File: config.mk
export PLATFORM = sky130hd
export DESIGN_NAME = rtcf_top
export DESIGN_NICKNAME = d
export VERILOG_FILES = /design/src/common/rtcf_pkg.sv /design/src/common/rtcf_upd_if.sv /design/src/core/rtcf_evt_flag.sv /design/src/core/rtcf_upd_timer.sv /design/src/core/rtcf_top.sv
export SDC_FILE = /design/constraint.sdc
export NUM_CORES = 1
export LEC_CHECK = 0
export ABC_AREA = 1
export BUFFER_PORTS_ARGS = -buffer_cell sky130_fd_sc_hd__buf_4
export CORE_MARGIN = 10
export CORE_UTILIZATION = 45
export DETAILED_ROUTE_END_ITERATION = 12
export HOLD_SLACK_MARGIN = 0.08
export PLACE_DENSITY = 0.77
export SYNTH_ARGS = -nofsm -noshare
export SYNTH_HDL_FRONTEND = slang
export SYNTH_SLANG_ARGS = --single-unit
File: constraint.sdc
create_clock -name CLK -period 2.45 [get_ports CLK]
set_clock_uncertainty 0.05 [all_clocks]
set_input_delay 0.1225 -clock CLK [delete_from_list [all_inputs] [get_ports CLK]]
set_output_delay 0.1225 -clock CLK [all_outputs]
set_load 0.005 [all_outputs]
File: src/common/rtcf_pkg.sv
// constants and types for the rtc event flag and date alarm block
// Contract
// - status bit 7 reads one when any enabled event flag in bits 6:4 is set.
// - each status read returns current flags, then clears bit 7 and bits 6:4; an event arriving in the read's own cycle still sets its flag.
// - periodic tick sets bit 6, held until the next status read.
// - qualified alarm match sets bit 5, held until the next status read.
// - finished counter update sets bit 4, held until the next status read.
// - event flags record regardless of enables; enables mask only bit 7 and interrupt.
// - after update flag, counters stay unchanged for over 999 ms.
// - non-zero date alarm field must equal month counter for an alarm.
// - zero date alarm field is don't-care, left out of the comparison.
// - mode bits 6, 5, 4 enable periodic, alarm, update events as interrupts.
// - counters update once per second unless inhibited; one update event each.
package rtcf_pkg;

  localparam int unsigned CLK_PERIOD_NS      = 40;
  localparam int unsigned UPDATE_INTERVAL_MS = 1000;
  localparam int unsigned UPDATE_CYCLES      = (UPDATE_INTERVAL_MS * 1000000) / CLK_PERIOD_NS;

  localparam int unsigned ADDR_W = 8;
  localparam int unsigned DATA_W = 32;
  localparam int unsigned EV_NUM = 3;
  localparam int unsigned DATE_W = 6;
  localparam int unsigned CNT_W  = 32;

  // printed offsets are register indices; byte address is four times
  localparam logic [5:0] IDX_MODE   = 6'h0b;
  localparam logic [5:0] IDX_STATUS = 6'h0c;
  localparam logic [5:0] IDX_DATE   = 6'h0d;

  localparam int unsigned BIT_REQ     = 7;
  localparam int unsigned BIT_INHIBIT = 7;
  localparam int unsigned EN_LO       = 4;
  localparam int unsigned EN_HI       = 6;
  localparam int unsigned FLAG_LO     = 4;

  localparam int unsigned EV_UPD = 0;
  localparam int unsigned EV_ALM = 1;
  localparam int unsigned EV_PER = 2;

  localparam logic [3:0]        MODE_RST = 4'h0;
  localparam logic [DATE_W-1:0] DATE_RST = 6'h00;
  localparam logic [DATE_W-1:0] DATE_ANY = 6'h00;
  localparam logic [3:0]        RSVD_LO  = 4'h0;

  localparam logic [1:0] RESP_OKAY   = 2'h0;
  localparam logic [1:0] RESP_DECERR = 2'h3;

  typedef enum logic [1:0] {
    WR_IDLE = 2'h1,
    WR_RESP = 2'h2
  } rtcf_wr_t;

  typedef enum logic [1:0] {
    RD_IDLE = 2'h1,
    RD_DATA = 2'h2
  } rtcf_rd_t;

endpackage

File: src/common/rtcf_upd_if.sv
// carrier between the block and its one-second update timer
`timescale 1ns/1ns
interface rtcf_upd_if;
  logic inhibit;
  logic update;
  modport timer (input inhibit, output update);
  modport ctrl  (output inhibit, input update);
endinterface

File: src/core/rtcf_evt_flag.sv
// one sticky event flag, cleared by a status read
`timescale 1ns/1ns
module rtcf_evt_flag (
  input  wire logic clk,
  input  wire logic rst,
  input  wire logic set,
  input  wire logic clr,
  output logic      flag
);

  always_ff @(posedge clk) begin
    if (rst) begin
      flag <= 1'b0;
    end else begin
      flag <= (flag & ~clr) | set;
    end
  end

endmodule

File: src/core/rtcf_upd_timer.sv
// one-second update pacing for the time and date counters
`timescale 1ns/1ns
module rtcf_upd_timer #(
  parameter int unsigned PERIOD = rtcf_pkg::UPDATE_CYCLES
) (
  input  wire logic   clk,
  input  wire logic   rst,
  rtcf_upd_if.timer   upd
);

  localparam logic [rtcf_pkg::CNT_W-1:0] LAST = rtcf_pkg::CNT_W'(PERIOD - 1);

  logic [rtcf_pkg::CNT_W-1:0] cnt;

  // restart on inhibit so the first update after release is a full period out
  always_ff @(posedge clk) begin
    if (rst || upd.inhibit) begin
      cnt <= '0;
    end else if (cnt == LAST) begin
      cnt <= '0;
    end else begin
      cnt <= cnt + 1'b1;
    end
  end

  always_ff @(posedge clk) begin
    if (rst) begin
      upd.update <= 1'b0;
    end else begin
      upd.update <= ~upd.inhibit & (cnt == LAST);
    end
  end

endmodule

File: src/core/rtcf_top.sv
// rtc event status, date alarm qualification and axi4-lite register slave
//
// Our own choice: the AXI4-Lite register port.
`timescale 1ns/1ns
module rtcf_top #(
  parameter int unsigned UPDATE_PERIOD = rtcf_pkg::UPDATE_CYCLES
) (
  input  wire logic                          CLK,
  input  wire logic                          SYS_RST,
  input  wire logic                          PERIODIC_TICK,
  input  wire logic                          ALARM_MATCH,
  input  wire logic [rtcf_pkg::DATE_W-1:0]   MONTH,
  output logic                               UPDATE_STROBE,
  output logic                               IRQ,
  input  wire logic [rtcf_pkg::ADDR_W-1:0]   S_AXI_AWADDR,
  input  wire logic [2:0]                    S_AXI_AWPROT,
  input  wire logic                          S_AXI_AWVALID,
  output logic                               S_AXI_AWREADY,
  input  wire logic [rtcf_pkg::DATA_W-1:0]   S_AXI_WDATA,
  input  wire logic [3:0]                    S_AXI_WSTRB,
  input  wire logic                          S_AXI_WVALID,
  output logic                               S_AXI_WREADY,
  output logic [1:0]                         S_AXI_BRESP,
  output logic                               S_AXI_BVALID,
  input  wire logic                          S_AXI_BREADY,
  input  wire logic [rtcf_pkg::ADDR_W-1:0]   S_AXI_ARADDR,
  input  wire logic [2:0]                    S_AXI_ARPROT,
  input  wire logic                          S_AXI_ARVALID,
  output logic                               S_AXI_ARREADY,
  output logic [rtcf_pkg::DATA_W-1:0]        S_AXI_RDATA,
  output logic [1:0]                         S_AXI_RRESP,
  output logic                               S_AXI_RVALID,
  input  wire logic                          S_AXI_RREADY
);

  localparam int unsigned EV_NUM = rtcf_pkg::EV_NUM;
  localparam int unsigned DATE_W = rtcf_pkg::DATE_W;
  localparam int unsigned DATA_W = rtcf_pkg::DATA_W;

  // software-visible state
  logic [3:0]        mode;
  logic [DATE_W-1:0] date_match;
  logic [EV_NUM-1:0] flags;
  logic [EV_NUM-1:0] ev_set;
  logic              status_clr;
  logic              req_now;
  logic [7:0]        status_byte;
  logic [EV_NUM-1:0] enables;
  logic              inhibit;

  // event sources
  logic              upd_done;
  logic              date_ok;
  logic              alarm_ev;

  // write channel
  rtcf_pkg::rtcf_wr_t          wr_state;
  rtcf_pkg::rtcf_wr_t          next_wr_state;
  logic                        aw_held;
  logic                        next_aw_held;
  logic                        w_held;
  logic                        next_w_held;
  logic [rtcf_pkg::ADDR_W-1:0] aw_addr;
  logic [DATA_W-1:0]           w_data;
  logic [3:0]                  w_strb;
  logic                        aw_hs;
  logic                        w_hs;
  logic                        do_write;
  logic [5:0]                  wr_idx;
  logic                        wr_hit;

  // read channel
  rtcf_pkg::rtcf_rd_t rd_state;
  logic               ar_hs;
  logic [5:0]         rd_idx;
  logic [7:0]         rd_byte;
  logic               rd_hit;

  rtcf_upd_if upd ();

  assign enables = mode[rtcf_pkg::EN_HI-rtcf_pkg::EN_LO:0];
  assign inhibit = mode[rtcf_pkg::BIT_INHIBIT-rtcf_pkg::EN_LO];

  // pacing of the counter updates
  assign upd.inhibit = inhibit;

  rtcf_upd_timer #(
    .PERIOD (UPDATE_PERIOD)
  ) u_timer (
    .clk (CLK),
    .rst (SYS_RST),
    .upd (upd)
  );

  // strobe to the counters, then the completion one cycle later
  always_ff @(posedge CLK) begin
    if (SYS_RST) begin
      UPDATE_STROBE <= 1'b0;
    end else begin
      UPDATE_STROBE <= upd.update;
    end
  end

  always_ff @(posedge CLK) begin
    if (SYS_RST) begin
      upd_done <= 1'b0;
    end else begin
      upd_done <= UPDATE_STROBE;
    end
  end

  // date alarm qualification
  always_comb begin
    if (date_match == rtcf_pkg::DATE_ANY) begin
      date_ok = 1'b1;
    end else begin
      date_ok = (date_match == MONTH);
    end
  end

  assign alarm_ev = ALARM_MATCH & date_ok;

  // flags take their events whatever the enables say
  always_comb begin
    ev_set                   = '0;
    ev_set[rtcf_pkg::EV_PER] = PERIODIC_TICK;
    ev_set[rtcf_pkg::EV_ALM] = alarm_ev;
    ev_set[rtcf_pkg::EV_UPD] = upd_done;
  end

  genvar gi;
  generate
    for (gi = 0; gi < EV_NUM; gi++) begin : g_flag
      rtcf_evt_flag u_flag (
        .clk  (CLK),
        .rst  (SYS_RST),
        .set  (ev_set[gi]),
        .clr  (status_clr),
        .flag (flags[gi])
      );
    end
  endgenerate

  assign req_now     = |(flags & enables);
  assign status_byte = {req_now, flags, rtcf_pkg::RSVD_LO};

  // interrupt is a level that tracks the combined request
  always_ff @(posedge CLK) begin
    if (SYS_RST) begin
      IRQ <= 1'b0;
    end else begin
      IRQ <= req_now;
    end
  end

  // write path: address and data accepted in either order
  assign aw_hs    = S_AXI_AWVALID & S_AXI_AWREADY;
  assign w_hs     = S_AXI_WVALID & S_AXI_WREADY;
  assign do_write = aw_held & w_held & (wr_state == rtcf_pkg::WR_IDLE);
  assign wr_idx   = aw_addr[7:2];

  always_comb begin
    next_aw_held  = aw_held;
    next_w_held   = w_held;
    next_wr_state = wr_state;
    if (aw_hs) begin
      next_aw_held = 1'b1;
    end
    if (w_hs) begin
      next_w_held = 1'b1;
    end
    unique case (wr_state)
      rtcf_pkg::WR_IDLE: begin
        if (do_write) begin
          next_aw_held  = 1'b0;
          next_w_held   = 1'b0;
          next_wr_state = rtcf_pkg::WR_RESP;
        end
      end
      rtcf_pkg::WR_RESP: begin
        if (S_AXI_BREADY) begin
          next_wr_state = rtcf_pkg::WR_IDLE;
        end
      end
      default: begin
        next_wr_state = rtcf_pkg::WR_IDLE;
      end
    endcase
  end

  always_ff @(posedge CLK) begin
    if (SYS_RST) begin
      wr_state      <= rtcf_pkg::WR_IDLE;
      aw_held       <= 1'b0;
      w_held        <= 1'b0;
      S_AXI_AWREADY <= 1'b0;
      S_AXI_WREADY  <= 1'b0;
    end else begin
      wr_state      <= next_wr_state;
      aw_held       <= next_aw_held;
      w_held        <= next_w_held;
      // one write under way: hold off a second address or data beat
      S_AXI_AWREADY <= ~next_aw_held & (next_wr_state == rtcf_pkg::WR_IDLE);
      S_AXI_WREADY  <= ~next_w_held & (next_wr_state == rtcf_pkg::WR_IDLE);
    end
  end

  always_ff @(posedge CLK) begin
    if (SYS_RST) begin
      aw_addr <= '0;
      w_data  <= '0;
      w_strb  <= '0;
    end else begin
      if (aw_hs) begin
        aw_addr <= S_AXI_AWADDR;
      end
      if (w_hs) begin
        w_data <= S_AXI_WDATA;
        w_strb <= S_AXI_WSTRB;
      end
    end
  end

  assign wr_hit = (wr_idx == rtcf_pkg::IDX_MODE) | (wr_idx == rtcf_pkg::IDX_STATUS) |
                  (wr_idx == rtcf_pkg::IDX_DATE);

  // register writes; status is read-only and a write there does nothing
  always_ff @(posedge CLK) begin
    if (SYS_RST) begin
      mode <= rtcf_pkg::MODE_RST;
    end else if (do_write && w_strb[0] && wr_idx == rtcf_pkg::IDX_MODE) begin
      mode <= w_data[rtcf_pkg::BIT_INHIBIT:rtcf_pkg::EN_LO];
    end
  end

  always_ff @(posedge CLK) begin
    if (SYS_RST) begin
      date_match <= rtcf_pkg::DATE_RST;
    end else if (do_write && w_strb[0] && wr_idx == rtcf_pkg::IDX_DATE) begin
      date_match <= w_data[DATE_W-1:0];
    end
  end

  always_ff @(posedge CLK) begin
    if (SYS_RST) begin
      S_AXI_BVALID <= 1'b0;
      S_AXI_BRESP  <= rtcf_pkg::RESP_OKAY;
    end else if (do_write) begin
      S_AXI_BVALID <= 1'b1;
      S_AXI_BRESP  <= wr_hit ? rtcf_pkg::RESP_OKAY : rtcf_pkg::RESP_DECERR;
    end else if (S_AXI_BREADY) begin
      S_AXI_BVALID <= 1'b0;
    end
  end

  // read path: data registered one cycle after the address is taken
  assign ar_hs      = S_AXI_ARVALID & S_AXI_ARREADY;
  assign rd_idx     = S_AXI_ARADDR[7:2];
  assign status_clr = ar_hs & (rd_idx == rtcf_pkg::IDX_STATUS);

  always_comb begin
    rd_byte = '0;
    rd_hit  = 1'b1;
    unique case (rd_idx)
      rtcf_pkg::IDX_MODE: begin
        rd_byte = {mode, rtcf_pkg::RSVD_LO};
      end
      rtcf_pkg::IDX_STATUS: begin
        rd_byte = status_byte;
      end
      rtcf_pkg::IDX_DATE: begin
        rd_byte = {2'h0, date_match};
      end
      default: begin
        rd_hit = 1'b0;
      end
    endcase
  end

  always_ff @(posedge CLK) begin
    if (SYS_RST) begin
      rd_state      <= rtcf_pkg::RD_IDLE;
      S_AXI_ARREADY <= 1'b0;
      S_AXI_RVALID  <= 1'b0;
      S_AXI_RDATA   <= '0;
      S_AXI_RRESP   <= rtcf_pkg::RESP_OKAY;
    end else begin
      unique case (rd_state)
        rtcf_pkg::RD_IDLE: begin
          S_AXI_ARREADY <= ~ar_hs;
          if (ar_hs) begin
            rd_state     <= rtcf_pkg::RD_DATA;
            S_AXI_RVALID <= 1'b1;
            S_AXI_RDATA  <= {24'h000000, rd_byte};
            S_AXI_RRESP  <= rd_hit ? rtcf_pkg::RESP_OKAY : rtcf_pkg::RESP_DECERR;
          end
        end
        rtcf_pkg::RD_DATA: begin
          if (S_AXI_RREADY) begin
            rd_state      <= rtcf_pkg::RD_IDLE;
            S_AXI_RVALID  <= 1'b0;
            S_AXI_ARREADY <= 1'b1;
          end
        end
        default: begin
          rd_state      <= rtcf_pkg::RD_IDLE;
          S_AXI_ARREADY <= 1'b0;
          S_AXI_RVALID  <= 1'b0;
        end
      endcase
    end
  end

endmodule

==> results of run 1 <==
metrics by stage:
stage	setup slack, ps	util, %
6_report	536	55.6
5_1_grt	248	55.6
4_1_cts	501	55.6
3_5_place_dp	516	50.8
3_3_place_gp	540	50.8
2_1_floorplan	970	-
kinds of logic after synthesis:
| kind of cell | Yosys count | synth area share (%) |
|---|---|---|
| simple gates | 356 | 35.6 |
| buf+inv | 100 | 11.7 |
| flops | 84 | 39.3 |
| compound gates | 74 | 8.77 |
| xor+xnor | 15 | 3.07 |
| fa+ha+maj | 5 | 1.46 |
| other cells | 1 | 0.0876 |
placed cells by master, fill, tap and decap left out, types with 2 or more instances in the layout:
| master | instances |
|---|---|
| buf_4 | 57 |
| nand3b_1 | 7 |
| o21ai_0 | 29 |
| xor2_1 | 8 |
| nor3_1 | 7 |
| dlygate4sd3_1 | 22 |
| ha_1 | 5 |
| nor2_2 | 8 |
| inv_1 | 62 |
| nand2_1 | 154 |
| nand2_2 | 4 |
| a21oi_1 | 43 |
| nor4_1 | 4 |
| nand4_1 | 8 |
| clkbuf_8 | 9 |
| conb_1 | 24 |
| nand3_1 | 36 |
| bufinv_16 | 2 |
| nor2_1 | 123 |
| dfxtp_1 | 84 |
| xnor2_1 | 7 |
worst max-delay path: stages, from the launching register on:
cell and delay (ps):
dfxtp_1 390, ha_1 260, inv_2 90, nor2_8 160, nand3_1 80, nor2_1 120
nand2_1 80, nand2_2 450, nor2_1 110
how the worst min path moves through the flow:
| stage | startpoint | endpoint | cells past startpoint |
|---|---|---|---|
| 6_report | S_AXI_ARVALID | S_AXI_ARREADY | 4 |
| 4_1_cts | S_AXI_ARVALID | S_AXI_ARREADY | 4 |
| 5_1_grt | S_AXI_ARVALID | S_AXI_ARREADY | 4 |
| 3_5_place_dp | PERIODIC_TICK | g_flag[2].u_flag.flag | 3 |
| 3_3_place_gp | PERIODIC_TICK | g_flag[2].u_flag.flag | 3 |
| 2_1_floorplan | PERIODIC_TICK | g_flag[2].u_flag.flag | 2 |
synth_stat cells:
cell type,number,share of area [%]
dfxtp_1,84,39
nor2_2,8,1.2
clkbuf_1,4,0.35
nor2_1,123,11
nor2_8,1,0.47
buf_4,26,4.6
inv_2,1,0.088
xor2_1,8,1.6
nor3_1,7,0.82
nand4_1,8,1.2
inv_1,62,5.4
nand3_1,36,4.2
nand2_1,154,14
buf_2,3,0.35
nor2_4,1,0.26
ha_1,5,1.5
nand3b_1,7,1.2
buf_6,3,0.79
nand4_2,1,0.29
o21a_1,1,0.18
xnor2_1,7,1.4
o21ai_0,29,3.4
nor3_4,1,0.38
nor4_1,4,0.58
nor3b_1,1,0.18
a211oi_1,1,0.18
buf_1,1,0.088
conb_1,1,0.088
nand2_2,4,0.58
a21oi_1,43,5.0
layer usage:
layer,vias up,GRT usage (%)
met5,-,0
met4,0,3.86
met3,10,4.89
met2,102,25.9
met1,1818,16.7
li1,2116,-
layout make-up:
cell class,instances,area share (%)
clock buffer,10,2.48
sequential,84,32.7
tap,129,3.14
timing repair buffer,79,12.6
multi-input combinational,474,42.5
clock inverter,6,1.88
inverter,63,4.60
sequential cells by signal (all words and copies together), names as in the netlist, 2 cells and up:
name / flops
w_data: 8
u_timer.cnt: 32
aw_addr: 6
S_AXI_RDATA: 8
date_match: 6
g_flag.u_flag.flag: 3
mode: 4
wr_state: 2
power breakdown:
group	total, W	internal [W]	switching, W
clock network	0.00111	0.000587	0.000522
registers	0.00153	0.00147	0.0000599
logic	0.000505	0.000207	0.000298
total	0.00314	0.00227	0.000879
==> qor.yml, run 1 <==
fin_crit_ps: 1910
numCtsBuffers: 9
drv_slew: 0
grt_max_degree: 33
cts_tree: "built"
drt-pass1-iter-count: 5
placed_cells: 807
yosysWarnings: 0
gp_congestion: 0.895
drc: 0
dpl-instance-area_mm2: 0.00469
area_growth_pct: 20.0
powerDensity_mw_per_mm2: 612
r2r-start: "u_timer.cnt[0]"
crit_end: "u_timer.cnt[13]"
ir_worst_vdd_v: 0.000352
synth.distinct_cells: 30
drt_iter0_drc: 182
setup_tns_ps: 0
syn-cell-area_mm2: 0.00428
dieArea_mm2: 0.0138
yosysSeqAreaShare_pct: 39.3
routed_wl_um: 10300
critPathKind: "register to register"
ys_ff_latch: 84
status: "completed"
rsz0062_at_grt: "no"
antenna_found_initial: 0
start_kind: "register"
core-area_mm2: 0.00924
design_area_mm2: 0.00514
met2_length_um: 5130
gr-usage-all-layers_pct: 14.8
cts_setup_buffers: 0
synthCells: 635
stdcell_count: 845
worst_slew_pin_slew_ps: 598
fp.dieW_um: 118
slew_headroom_pct: 60.0
num_vias: 4046
cp.arrival_ps: 2100
p_total_w: 0.00314
grt_pass1_wl_um: 17500
wl_met3_um: 559
wl_per_cell_um: 12.2
cts.hold.buffers_added: 22
setup_violations: 0
n_antenna_cell: 0
die_y_um: 118
startpoint: "u_timer.cnt[0]"
overflow: 0
cts_root_buffer: "clkbuf_8"
cp.required_ps: 2630
ant_nets: 0
r2r-end: "u_timer.cnt[13]"
post-route-period-util_pct: 78.1
drv_cap: 0
seq_area_mm2: 0.00168
grt_pass1_vias: 3919
path_clk_slew_ps: 90
drive_gt1_share_pct: 12.4
hp-class: "input port to register"
whs_ps: 95.6
cts_resized: 0
viasPerCell: 4.79
p_leak_nw: 2.08
reg2reg_slack_ps: 540
fin_nets: 789
wirelength_met1_um: 4540
multi_input_area_mm2: 0.00218
row_count: 35
r2r_cells: 8
start_util_pct: 46.3
ios: 116
crit_path_end_kind: "register"
fmax_mhz: 522
hold_violations: 0
dp_hpwl_um: 7660
clock_latency_ps: 360
top_layer: "met4"
worst-path-max-fanout: 32
syn_area_per_cell_um2: 6.74
h-tree-depth: 3
cts_buffer_depth: 2
cts.sinks: 84
fill_cells: 870
port_buffers: 54
No activity file was read; power rests on OpenSTA's default activity.
==> run 2, diff against run 1 <==
clock period = 1.85 ns   (was 2.45 ns; I/O delays follow)
==> qor.yml, run 2 (same netlist as run 1, synthesis figures left out) <==
status: "completed"
dieArea_mm2: 0.0138  # unchanged
cpMaxStageDelayCell: "dfxtp_1"
hold_violations: 0  # unchanged
overflow: 0  # unchanged
critPathKind: "register to register"
drive_gt1_share_pct: 13.1  # +0.63 points
wl_per_cell_um: 12.0  # -2.2%
worst-path-max-fanout: 11  # -66%
fin_crit_ps: 1680  # -237 ps
port_buffers: 54  # unchanged
slew_headroom_pct: 59.4  # -0.60 points
n_antenna_cell: 0  # unchanged
start_util_pct: 46.3  # unchanged
fmax_mhz: 596  # +14%
cpLargestDelayFamily: "simple AND/OR/NAND/NOR gates"
ios: 116  # unchanged
cts_root_buffer: "clkbuf_8"
cp.required_ps: 2040  # -590 ps
row_count: 35  # unchanged
drc: 0  # unchanged
fin_ws_ps: 173  # -363 ps
post-route-period-util_pct: 90.7  # +13 points
worstPathCellList: "ha_1, inv_2, nor2_8, nand3_1, nor2_1, nand2_1, nand2_2, buf_4, a21oi_1"
viasPerCell: 4.81  # +0.41%
powerDensity_mw_per_mm2: 807  # +32%
start_kind: "register"
crit_buf_inv: 2  # +1
r2r-end: "u_timer.cnt[24]"
layout_common_cells: "nand2_1 (154), nor2_1 (123), dfxtp_1 (84)"
largest_register_ffs: 32  # unchanged
area_growth_pct: 21.1
hp-class: "input port to register"
gp_congestion: 0.895  # about the same
reg2reg_slack_ps: 170  # -360 ps
fp.dieW_um: 118  # unchanged
clock_latency_ps: 350  # about the same
setup_tns_ps: 0  # unchanged
rsz0062_at_grt: "no"
core-area_mm2: 0.00924  # unchanged
worst_slew_pin_slew_ps: 608  # +9.81 ps
r2r-start: "u_timer.cnt[0]"
cts_setup_buffers: 0  # unchanged
dp_hpwl_um: 7710  # +0.57%
drv_slew: 0  # unchanged
min_to: "g_flag[1].u_flag.flag"
drv_cap: 0  # unchanged
r2r_cells: 9  # +1
cts_tree: "built"
final_common_cell: "nand2_1"
ir_worst_vdd_v: 0.000521  # +48%
fin_nets: 793  # +0.51%
path_clk_slew_ps: 80  # about the same
die_y_um: 118  # unchanged
h-tree-depth: 3  # unchanged
grt_pass1_wl_um: 17500  # about the same
holdPathStages: 4  # unchanged
gr-usage-all-layers_pct: 14.6  # -0.13 points
cts.sinks: 84  # unchanged
regMostFlops: "u_timer.cnt"
reg_top3: "u_timer.cnt: 32 flops, S_AXI_RDATA: 8 flops, w_data: 8 flops"
cts_buffer_depth: 2  # unchanged
drt_iter0_drc: 207  # +14%
numCtsBuffers: 9  # unchanged
slowest_delay_ps: 390  # -60 ps
grt_pass1_vias: 3970  # +1.3%
num_vias: 4082  # +0.89%
grt_max_degree: 31  # -6.1%
ant_nets: 0  # unchanged
setup_violations: 0  # unchanged
drt-pass1-iter-count: 5  # unchanged
crit_path_end_kind: "register"
routed_wl_um: 10200  # -1.7%
cp.arrival_ps: 1870  # -230 ps
p_leak_nw: 2.11  # +1.4%
crit_cells: 9  # +1
antenna_found_initial: 0  # unchanged
hold_start: "MONTH[4]"
dp_slack_ps: 168  # -348 ps
==> run 2: cell count changes in the layout (fill, tap and decap cells not counted) <==
cell        before  now
buf_12           0    1
buf_4           57   60
clkbuf_1         1    0
clkinv_2         0    1
clkinv_4         1    0
clkinvlp_4       1    0
inv_6            1    3
==> run 2: worst max-delay path by stage <==
stage	from	to	slack [ps]
after global placement	u_timer.cnt[0]	u_timer.cnt[14]	210
final	u_timer.cnt[0]	u_timer.cnt[24]	170
after floorplan	u_timer.cnt[0]	u_timer.cnt[18]	370
after CTS	u_timer.cnt[0]	u_timer.cnt[24]	160
after detailed placement	u_timer.cnt[0]	u_timer.cnt[14]	170
after global routing	u_timer.cnt[0]	u_timer.cnt[28]	3
==> run 2: metrics by stage <==
stage / std cells / total power (W) / utilization (%) / area [um^2] / hold slack, ps
5_1_grt: 849 / 0.00440 / 56.1 / 5180 / 96.0
2_1_floorplan: 658 / 0.00249 / - / 4370 / 160
3_3_place_gp: 811 / 0.00265 / 51.2 / 4730 / 268
4_1_cts: 849 / 0.00422 / 56.1 / 5180 / 97.1
3_5_place_dp: 811 / 0.00269 / 51.2 / 4730 / 272
6_report: 849 / 0.00418 / 56.1 / 5180 / 117
==> run 2: layout make-up <==
| cell class | instances | area (um^2) |
|---|---|---|
| fillers | 849 | 4060 |
| multi-input cells | 474 | 2180 |
| flip-flops and latches | 84 | 1680 |
| repair buffers | 83 | 691 |
| inverters | 63 | 236 |
| well taps | 129 | 161 |
| clock buffers | 9 | 124 |
| clock inverters | 7 | 103 |
==> run 2: worst register-to-register path: stages (launching register included) <==
cell	delay (ps)
dfxtp_1	390
ha_1	250
inv_2	100
nor2_8	160
nand3_1	80
nor2_1	120
nand2_1	80
nand2_2	90
buf_4	190
a21oi_1	70
==> run 2: per-layer routing <==
layer,vias to the layer above,track usage [%],share of wire [%]
met5,-,0,0
met4,0,4.87,1.3
met3,14,4.60,6.0
met2,118,25.7,50
met1,1826,16.3,43
li1,2124,-,-
==> run 2: power by group <==
| group | switching (W) | internal, W |
|---|---|---|
| sequential | 0.0000793 | 0.00195 |
| clock | 0.000695 | 0.000782 |
| combinational | 0.000381 | 0.000294 |
| total | 0.00116 | 0.00302 |
==> run 2: repair_timing <==
action	CTS	global route
hold buffers	22	0
hold endpoints to repair	35	0
resized for setup	0	0
==> run 3, diff against run 2 <==
CORE_UTILIZATION = 40   (was 45)
CTS_CLUSTER_SIZE = 16   (was not set)
PLACE_DENSITY = 0.71   (was 0.77)
==> qor.yml, run 3 (same netlist as run 1, synthesis figures left out) <==
status: "completed"
cts_resized: 0  # unchanged
r2r_cells: 5  # -4
cts_root_buffer: "clkbuf_8"
r2r-start: "wr_state[0]"
fin_ws_ps: 150  # -23.1 ps
num_vias: 4076  # -0.15%
slew_headroom_pct: 61.8  # +2.4 points
reg_top3: "u_timer.cnt: 32 flops, S_AXI_RDATA: 8 flops, w_data: 8 flops"
fp.dieW_um: 123  # +5.0%
min_to: "aw_addr[3]"
start_kind: "register"
critPathKind: "register to register"
core-area_mm2: 0.0104  # +12%
largest_register_ffs: 32  # unchanged
row_count: 37  # +5.7%
fin_crit_ps: 1700  # +23.1 ps
p_leak_nw: 2.09  # -0.99%
drv_cap: 0  # unchanged
setup_violations: 0  # unchanged
layout_common_cells: "nand2_1 (154), nor2_1 (123), dfxtp_1 (84)"
area_growth_pct: 20.5
ir_worst_vdd_v: 0.000387  # -26%
grt_max_degree: 33  # +6.5%
r2r-end: "S_AXI_BVALID"
worst-path-max-fanout: 6  # -5
drt-pass1-iter-count: 4  # -1
ant_nets: 0  # unchanged
cts.hold.buffers_added: 24  # +9.1%
fmax_mhz: 588  # -1.4%
overflow: 0  # unchanged
gr-usage-all-layers_pct: 13.7  # -0.93 points
swShare_pct: 30.1  # +2.4 points
routed_wl_um: 10300  # +0.92%
grt_pass1_vias: 4004  # +0.86%
p_sw_w: 0.00118  # +2.3%
drive_gt1_share_pct: 12.9  # -0.16 points
ios: 116  # unchanged
hold_start: "S_AXI_AWVALID"
die_y_um: 123  # +5.0%
regMostFlops: "u_timer.cnt"
worst_slew_pin_slew_ps: 572  # -35.8 ps
hp-class: "input port to register"
port_buffers: 54  # unchanged
powerDensity_mw_per_mm2: 762  # -5.5%
cp.arrival_ps: 1970  # +100 ps
reg2reg_slack_ps: 150  # -20 ps
whs_ps: 109  # -8.46 ps
cp.required_ps: 2120  # +80 ps
dp_hpwl_um: 7730  # +0.34%
final_common_cell: "nand2_1"
fin_nets: 794  # +0.13%
drv_slew: 0  # unchanged
drt_iter0_drc: 259  # +25%
viasPerCell: 4.76  # -1.1%
power_frac_seq_pct: 51.8  # +3.3 points
p_comb_share_pct: 17.2  # +1.1 points
clock_latency_ps: 370  # +20 ps
start_util_pct: 41.3  # -5.0 points
dp_slack_ps: 182  # +13.3 ps
cts_tree: "built"
grt_pass1_wl_um: 17400  # -0.51%
holdPathStages: 3  # -1
post-route-period-util_pct: 91.9  # +1.2 points
n_antenna_cell: 0  # unchanged
cts_setup_buffers: 0  # unchanged
wl_per_cell_um: 12.0  # about the same
setup_tns_ps: 0  # unchanged
path_clk_slew_ps: 100  # +20 ps
rsz0062_at_grt: "no"
gp_congestion: 0.875  # -2.2%
dieArea_mm2: 0.0152  # +10%
h-tree-depth: 3  # unchanged
cts.sinks: 84  # unchanged
crit_path_end_kind: "register"
drc: 0  # unchanged
startpoint: "wr_state[0]"
cts_buffer_depth: 2  # unchanged
numCtsBuffers: 9  # unchanged
clkPwrFrac_pct: 31.0  # -4.3 points
p_int_w: 0.00275  # -9.1%
antenna_found_initial: 0  # unchanged
hold_violations: 0  # unchanged
p_total_w: 0.00393  # -6.0%
-- run 3: power groups by stage --
stage,clock (W),sequential [W],combinational [W]
2_1_floorplan,0,0.00206,0.000437
3_3_place_gp,0,0.00206,0.000594
3_5_place_dp,0,0.00207,0.000620
4_1_cts,0.00126,0.00203,0.000672
5_1_grt,0.00134,0.00205,0.000767
6_report,0.00122,0.00203,0.000678
-- run 3: worst max-delay path: stages (launching register included) --
cell and delay [ps]:
dfxtp_1 400, ha_1 220, nand3_1 130, buf_4 180
a21oi_1 110, dlygate4sd3_1 550
-- run 3: worst max-delay path by stage --
stage / end / slack [ps]
after floorplan: u_timer.cnt[18] / 370
after global placement: u_timer.cnt[13] / 200
after detailed placement: u_timer.cnt[14] / 180
after CTS: u_timer.cnt[14] / 170
after global routing: u_timer.cnt[21] / 10
final: S_AXI_BVALID / 150
-- run 3: layout make-up --
class                   count  area, um^2
clock buffers               9         124
multi-input cells         474        2180
clock inverters             7        56.3
fillers                  1064        5210
repair buffers             84         703
inverters                  63         236
well taps                 136         170
flip-flops and latches     84        1680
-- run 3: stage by stage --
stage | instances | area, um^2 | utilization, %
final | 857 | 5160 | 49.7
after CTS | 857 | 5160 | 49.7
after detailed placement | 817 | 4740 | 45.7
after global routing | 857 | 5160 | 49.7
after global placement | 817 | 4740 | 45.7
after floorplan | 658 | 4370 | -
-- run 3: layer usage --
| layer | track usage (%) | vias to the layer above | share of wire, % |
|---|---|---|---|
| li1 | - | 2116 | - |
| met1 | 15.5 | 1857 | 43 |
| met2 | 24.7 | 87 | 49 |
| met3 | 3.37 | 16 | 6.4 |
| met4 | 4.59 | 0 | 1.6 |
| met5 | 0 | - | 0 |
